<file path="src/logic/atss_pkg.sv">
// Package for the converter trigger-source selector: offsets, field layout, codes.
// Assumes a 32-bit APB register bus with byte addresses.
package atss_pkg;
   localparam int ATSS_ADDR_W = 12;
   localparam int ATSS_NUM_SEQ = 4;
   localparam int ATSS_CODE_W = 4;
   localparam logic [11:0] ATSS_TRIG_SEL_OFFSET = 12'h014;
   localparam logic [31:0] ATSS_TRIG_SEL_RESET = 32'h0000_0000;
   localparam int ATSS_FIELD_USED_W = 16;
   localparam logic [3:0] ATSS_CODE_SOFTWARE = 4'h0;
   localparam logic [3:0] ATSS_CODE_COMPARATOR = 4'h1;
   localparam logic [3:0] ATSS_CODE_EXTERNAL = 4'h4;
   localparam logic [3:0] ATSS_CODE_TIMER = 4'h5;
   localparam logic [3:0] ATSS_CODE_ALWAYS = 4'hf;
   localparam int ATSS_PIN_SYNC_STAGES = 3;
endpackage

</file>
<file path="src/logic/atss_trigger_select.sv">
// Trigger-source selector for four sample sequencers, with its APB register.
// Assumes event inputs from same-clock logic except the external pin, which is asynchronous.
`timescale 1ns/100ps

module atss_trigger_select (
   input wire logic MCLK,
   input wire logic RESET_N,
   input wire logic PSEL,
   input wire logic PENABLE,
   input wire logic PWRITE,
   input wire logic [11:0] PADDR,
   input wire logic [31:0] PWDATA,
   input wire logic [3:0] PSTRB,
   output logic [31:0] PRDATA,
   output logic PREADY,
   output logic PSLVERR,
   input wire logic [3:0] SOFTWARE_REQUEST,
   input wire logic COMPARATOR0_EVENT,
   input wire logic EXTERNAL_TRIGGER_PIN,
   input wire logic TIMER_EVENT,
   input wire logic TIMER_ADC_TRIGGER_ENABLE,
   output logic [3:0] SEQ_START,
   output logic [15:0] SEQUENCER_TRIGGER_SELECT
);

   // ----------------------------------------------------------------
   // Register access
   // ----------------------------------------------------------------
   logic [15:0] trig_sel;
   logic hit;
   logic wr_en;

   assign hit = (PADDR == atss_pkg::ATSS_TRIG_SEL_OFFSET);
   assign wr_en = PSEL && PENABLE && PWRITE && hit;
   // Zero-wait slave; unmapped addresses read zero without error
   assign PREADY = 1'b1;
   assign PSLVERR = 1'b0;

   always_ff @(posedge MCLK) begin
      if (!RESET_N) begin
         trig_sel <= atss_pkg::ATSS_TRIG_SEL_RESET[15:0];
      end else if (wr_en) begin
         if (PSTRB[0]) begin
            trig_sel[7:0] <= PWDATA[7:0];
         end
         if (PSTRB[1]) begin
            trig_sel[15:8] <= PWDATA[15:8];
         end
      end
   end

   // Read data is combinational over stable APB signals, so it is valid in the access phase
   always_comb begin
      PRDATA = 32'h0000_0000;
      if (PSEL && !PWRITE && hit) begin
         PRDATA = {16'h0000, trig_sel};
      end
   end

   assign SEQUENCER_TRIGGER_SELECT = trig_sel;

   // ----------------------------------------------------------------
   // External pin synchroniser
   // ----------------------------------------------------------------
   logic [2:0] pin_sync;
   logic pin_level;

   always_ff @(posedge MCLK) begin
      if (!RESET_N) begin
         pin_sync <= 3'h0;
      end else begin
         pin_sync <= {pin_sync[1:0], EXTERNAL_TRIGGER_PIN};
      end
   end

   // Level changes only once stages two and three agree; filters single-cycle glitches
   always_ff @(posedge MCLK) begin
      if (!RESET_N) begin
         pin_level <= 1'b0;
      end else if (pin_sync[1] == pin_sync[2]) begin
         pin_level <= pin_sync[2];
      end
   end

   // ----------------------------------------------------------------
   // Per-sequencer event selection
   // ----------------------------------------------------------------
   logic [3:0] next_start;

   // Each sequencer decodes its own field into a private pick bit, so one
   // process never writes a bit that another process also writes
   genvar g;
   generate
      for (g = 0; g < atss_pkg::ATSS_NUM_SEQ; g++) begin : g_seq
         logic [3:0] code;
         logic pick;
         assign code = trig_sel[4*g+3:4*g];
         always_comb begin
            case (code)
               atss_pkg::ATSS_CODE_SOFTWARE: pick = SOFTWARE_REQUEST[g];
               atss_pkg::ATSS_CODE_COMPARATOR: pick = COMPARATOR0_EVENT;
               atss_pkg::ATSS_CODE_EXTERNAL: pick = pin_level;
               atss_pkg::ATSS_CODE_TIMER: pick = TIMER_EVENT && TIMER_ADC_TRIGGER_ENABLE;
               atss_pkg::ATSS_CODE_ALWAYS: pick = 1'b1;
               default: pick = 1'b0;
            endcase
         end
         assign next_start[g] = pick;
      end
   endgenerate

   always_ff @(posedge MCLK) begin
      if (!RESET_N) begin
         SEQ_START <= 4'h0;
      end else begin
         SEQ_START <= next_start;
      end
   end

   // Same routing checks for every sequencer, so a slip in one field's slice shows up
   genvar k;
   generate
      for (k = 0; k < atss_pkg::ATSS_NUM_SEQ; k++) begin : g_chk

      end
   endgenerate
endmodule

</file>
<file path="config.mk">
export PLATFORM = sky130hd
export DESIGN_NAME = atss_trigger_select
export DESIGN_NICKNAME = d
export VERILOG_FILES = /design/src/logic/atss_pkg.sv /design/src/logic/atss_trigger_select.sv
export SDC_FILE = /design/constraint.sdc
export NUM_CORES = 1
export LEC_CHECK = 0
export BUFFER_PORTS_ARGS = -buffer_cell sky130_fd_sc_hd__buf_2
export CAP_MARGIN = 30
export CORE_MARGIN = 2
export CORE_UTILIZATION = 39
export CTS_BUF_LIST = sky130_fd_sc_hd__clkbuf_2
export CTS_CLUSTER_SIZE = 40
export DETAILED_ROUTE_END_ITERATION = 12
export PLACE_DENSITY = 0.83
export SLEW_MARGIN = 15
export SYNTH_ARGS = -nofsm -noshare
export SYNTH_HDL_FRONTEND = slang
export SYNTH_SLANG_ARGS = --single-unit
export TNS_END_PERCENT = 1
</file>
<file path="constraint.sdc">
create_clock -name MCLK -period 2.2 [get_ports MCLK]
set_input_delay 0.11 -clock MCLK [delete_from_list [all_inputs] [get_ports MCLK]]
set_output_delay 0.11 -clock MCLK [all_outputs]
set_load 0.005 [all_outputs]
</file>
# Word-level counts from Yosys, hierarchy flattened
# Index checks and enable logic that the tools add are counted.
# W data, S select, Z words.
[totals]
regBits = 24
output_inout_bits = 54
[op_classes]
eq_ne = 18
mux = 5
reduce_logical = 13
[ops]
columns = ["operator", "count"]
rows = [
  ["$eq A4 B3 Y1 const B", 8],
  ["$pmux W1 S5", 4],
  ["$eq A4 B1 Y1 const B", 4],
  ["$eq A4 B4 Y1 const B", 4],
  ["$logic_not A4 Y1", 4],
  ["$mux W16", 1],
  ["$eq A12 B5 Y1 const B", 1],
  ["$logic_and A1 B1 Y1", 6],
  ["$reduce_and A2 Y1", 2],
  ["$eq A1 B1 Y1", 1],
  ["$logic_not A1 Y1", 1],
]

# Logic depth before layout (Yosys ltp)
[depth]
word_depth = 4
mapped_depth = 5
depth_no_buf = 4

# Worst setup path before layout
# No wires, ideal clock.
[synth_timing]
path_type = "input to output"
from = "input PADDR[1]"
to = "output PRDATA[11]"
t_arrival_ps = 1482
required_ps = 2090
slack_ps = 608
stages = 5
n_path_buf = 1
path_cell_list = "or4b_1 > or4_4 > nor2_4 > buf_6 > and2_2"
[synth_between]
elab_chain_len = 3
[synth_rtl]
columns = ["item", "line", "rtl"]
rows = [
  ["start: declaration", "atss_trigger_select.sv:11", "input wire logic [11:0] PADDR,"],
  ["$eq A12 B5 Y1", "atss_trigger_select.sv:33", "assign hit = (PADDR == atss_pkg::ATSS_TRIG_SEL_OFFSET);"],
  ["$logic_and A1 B1 Y1", "atss_trigger_select.sv:55", "if (PSEL && !PWRITE && hit) begin"],
  ["$mux W16", "atss_trigger_select.sv:55", ""],
  ["end: declaration", "atss_trigger_select.sv:14", "output logic [31:0] PRDATA,"],
]
# No other way between the ends.

# Final worst setup path
[layout_timing]
from = "input PADDR[1]"
to = "output PRDATA[13]"
# Same word-level chain as after synthesis.

==> impl_metrics.yaml <==
status:
  status: "finished clean"
sta:
  drv_slew: 0
  setup_viol: 0
  setup_tns_ns: 0
  fin_crit_sh: 0.864
  worst_pin_slew_ns: 0.640
  max_freq_ghz: 0.526
  clock_skew_ns: 0.0112
  relSlewSlack: 0.573
  fin_crit_ns: 1.90
  finalHoldViolCount: 0
  setup_ws_ns: 0.300
  rsz0062_at_grt: "false"
setup_path:
  crit_fanout: 15
  cp.arrival_ns: 1.79
  path_class: "input pin to primary output"
  timing.rr.start: "SEQUENCER_TRIGGER_SELECT[12]$_SDFFE_PN0P_"
  crit_path_end_kind: "primary output"
  start_kind: "input pin"
  r2r_cells: 3
  timing.rr.end: "SEQ_START[3]$_SDFF_PN0_"
  worstPathRequired_ns: 2.09
  r2r_setup_slack_ns: 1.01
cells_and_area:
  drive_gt1_frac: 0.407
  nNetsFinal: 310
  area_growth_pct: 39.3
  fillers: 310
  diodes: 0
clock_tree:
  cts_buffers: 3
  cts.path.max_buffers: 2
  tritoncts: "done"
  clock-sinks: 24
  clk_latency_ns: 0.33
  clockRootBuffer: "clkbuf_2"
  htree_levels: 1
  path_clk_slew_ns: 0.23
floorplanning:
  start_util: 0.409
  io_pins: 115
  fp-row-count: 21
  die-area_mm2: 0.00399
  core_mm2: 0.00334
  die_w_um: 63.1
  die_h_um: 63.1
synth:
  ys_types: 28
  synth_area_mm2: 0.00136
  netlist_instances: 156
  synth.largest_area_cell: "dfxtp_1"
  ys_ff_latch: 24
  yosysWarningCount: 0
  synth-seq-area-share: 0.352
  synth_top_area_share: 0.352
  synth_ff_type: "dfxtp_1"
  postSynthAreaPerCell_um2: 8.74
  async_reset_ff_frac: 0
  ys_top_cells_by_area: "dfxtp_1 (35%), mux2i_1 (12%), buf_4 (9.9%)"
  synth_edf_count: 0
drt:
  drtIter0Drc: 33
  viasPerCell: 4.49
  num_vias: 1321
  drc: 0
  drtAntennaViolNets: 0
  first_pass_iters: 4
  wl_per_cell_um: 11.2
  drt_wl_total_um: 3300
power_and_ir_drop:
  p_leak_nw: 1.04
  switchingPower_uw: 178
  power_frac_comb: 0.146
  p_sw_frac: 0.247
  ir_drop_mv: 0.263
  power.density_mw_per_mm2: 380
  internal_power_uw: 543
  clkPwrFrac: 0.239
  finalPower_uw: 721
  seqPwrFrac: 0.616
placed_design:
  dpl.hpwl_um: 2340
  post-place-ws_ns: 0.288
  port_buffers: 78
  place.gp.congestion: 0.701
global_route:
  grt_max_degree: 41
  grt-ovfl-total: 0
  antenna_found_initial: 0
  grt_util_all_layers: 0.172
  grt_pass1_vias: 1280
  grt_pass1_wl_um: 5540
run:
  cap_violations: 0
min_path:
  hold_class: "input pin to flip-flop"
  hp-start: "PSTRB[1]"
  hold_depth: 3
  holdPathEnd: "SEQUENCER_TRIGGER_SELECT[11]$_SDFFE_PN0P_"
==> layout by cell type (no fill, tap or decap), types with 3 or more instances in the layout <==
master | synthesis | final
nand2_1 | 36 | 36
dfxtp_1 | 24 | 24
clkbuf_2 | 0 | 3
nand4_1 | 3 | 3
mux4_2 | 3 | 3
and2_1 | 8 | 8
a21boi_0 | 4 | 4
and2_2 | 11 | 11
o21ai_0 | 3 | 3
dlygate4sd3_1 | 0 | 17
mux2i_1 | 17 | 17
nor2_1 | 5 | 5
buf_2 | 0 | 78
conb_1 | 2 | 18
==> worst max-delay path: stages <==
cell and delay, ns:
buf_2 0.09, or4b_1 0.55, or4_4 0.46, nor2_4 0.27
and2_1 0.20, buf_2 0.12
==> state kept, by name (all words and copies together), names as in the netlist <==
register / flops
SEQUENCER_TRIGGER_SELECT: 16
SEQ_START: 4
pin_sync: 3
pin_level: 1
==> cell usage after synthesis, types with 3 or more instances <==
cell type / n
and2_1: 8
clkbuf_1: 4
and2_2: 11
mux2i_1: 17
o21ai_0: 3
buf_4: 18
a21boi_0: 4
mux4_2: 3
dfxtp_1: 24
nand2_1: 36
nor2_1: 5
nand4_1: 3
==> per-stage QoR <==
step / area, um^2 / utilization / hold slack [ns] / instances
2_1_floorplan: 1420 / - / 0.237 / 172
6_report: 1900 / 0.569 / 0.186 / 294
4_1_cts: 1900 / 0.569 / 0.164 / 294
5_1_grt: 1900 / 0.569 / 0.163 / 294
3_3_place_gp: 1710 / 0.513 / 0.321 / 273
3_5_place_dp: 1710 / 0.513 / 0.319 / 273
==> power by group through the flow <==
stage / logic, mW / registers, mW / clock network [mW]
2_1_floorplan: 0.0590 / 0.452 / 0
3_3_place_gp: 0.0802 / 0.452 / 0
3_5_place_dp: 0.0812 / 0.452 / 0
4_1_cts: 0.104 / 0.444 / 0.183
5_1_grt: 0.118 / 0.445 / 0.201
6_report: 0.105 / 0.444 / 0.172
==> metal layers <==
layer,part of all wire,vias to the layer above,global-route usage
met3,0.055,2,0.0304
met5,0,-,0
met2,0.53,52,0.342
met4,0.0036,0,0.0500
li1,-,674,-
met1,0.41,593,0.181
==> cell type report <==
class | instances | area, um^2 | share of cell area
timing repair buffer | 95 | 561 | 0.295
tap | 46 | 57.6 | 0.0303
clock buffer | 3 | 15.0 | 0.00791
multi-input combinational | 124 | 778 | 0.410
clock inverter | 1 | 3.75 | 0.00198
inverter | 1 | 3.75 | 0.00198
sequential | 24 | 480 | 0.253
==> cell families (layout without fill, tap and decap cells) <==
family,Yosys count,after routing,synth area share
and+or+nand+nor,76,76,0.301
DFF,24,24,0.352
buffers and inverters,24,100,0.121
muxes,20,20,0.174
AOI/OAI and AO/OA,10,10,0.0459
other,2,18,0.00551
==> timing repair <==
| action | CTS | global route |
|---|---|---|
| buffers inserted | 0 | 0 |
| hold buffers | 17 | 0 |
| gates resized for setup | 0 | 0 |
| setup endpoints to repair | 0 | 0 |
| hold endpoints to repair | 17 | 0 |
==> worst max path at each step <==
stage / slack (ns) / end / startpoint / cells after the start
after global routing: 0.18 / PRDATA[7] / PADDR[1] / 6
after global placement: 0.30 / PRDATA[11] / PADDR[1] / 6
final: 0.30 / PRDATA[13] / PADDR[1] / 6
after detailed placement: 0.29 / PRDATA[8] / PADDR[1] / 6
after CTS: 0.29 / PRDATA[8] / PADDR[1] / 6
after floorplan: 0.61 / PRDATA[11] / PADDR[1] / 5
(Power assumes the default switching activity.)
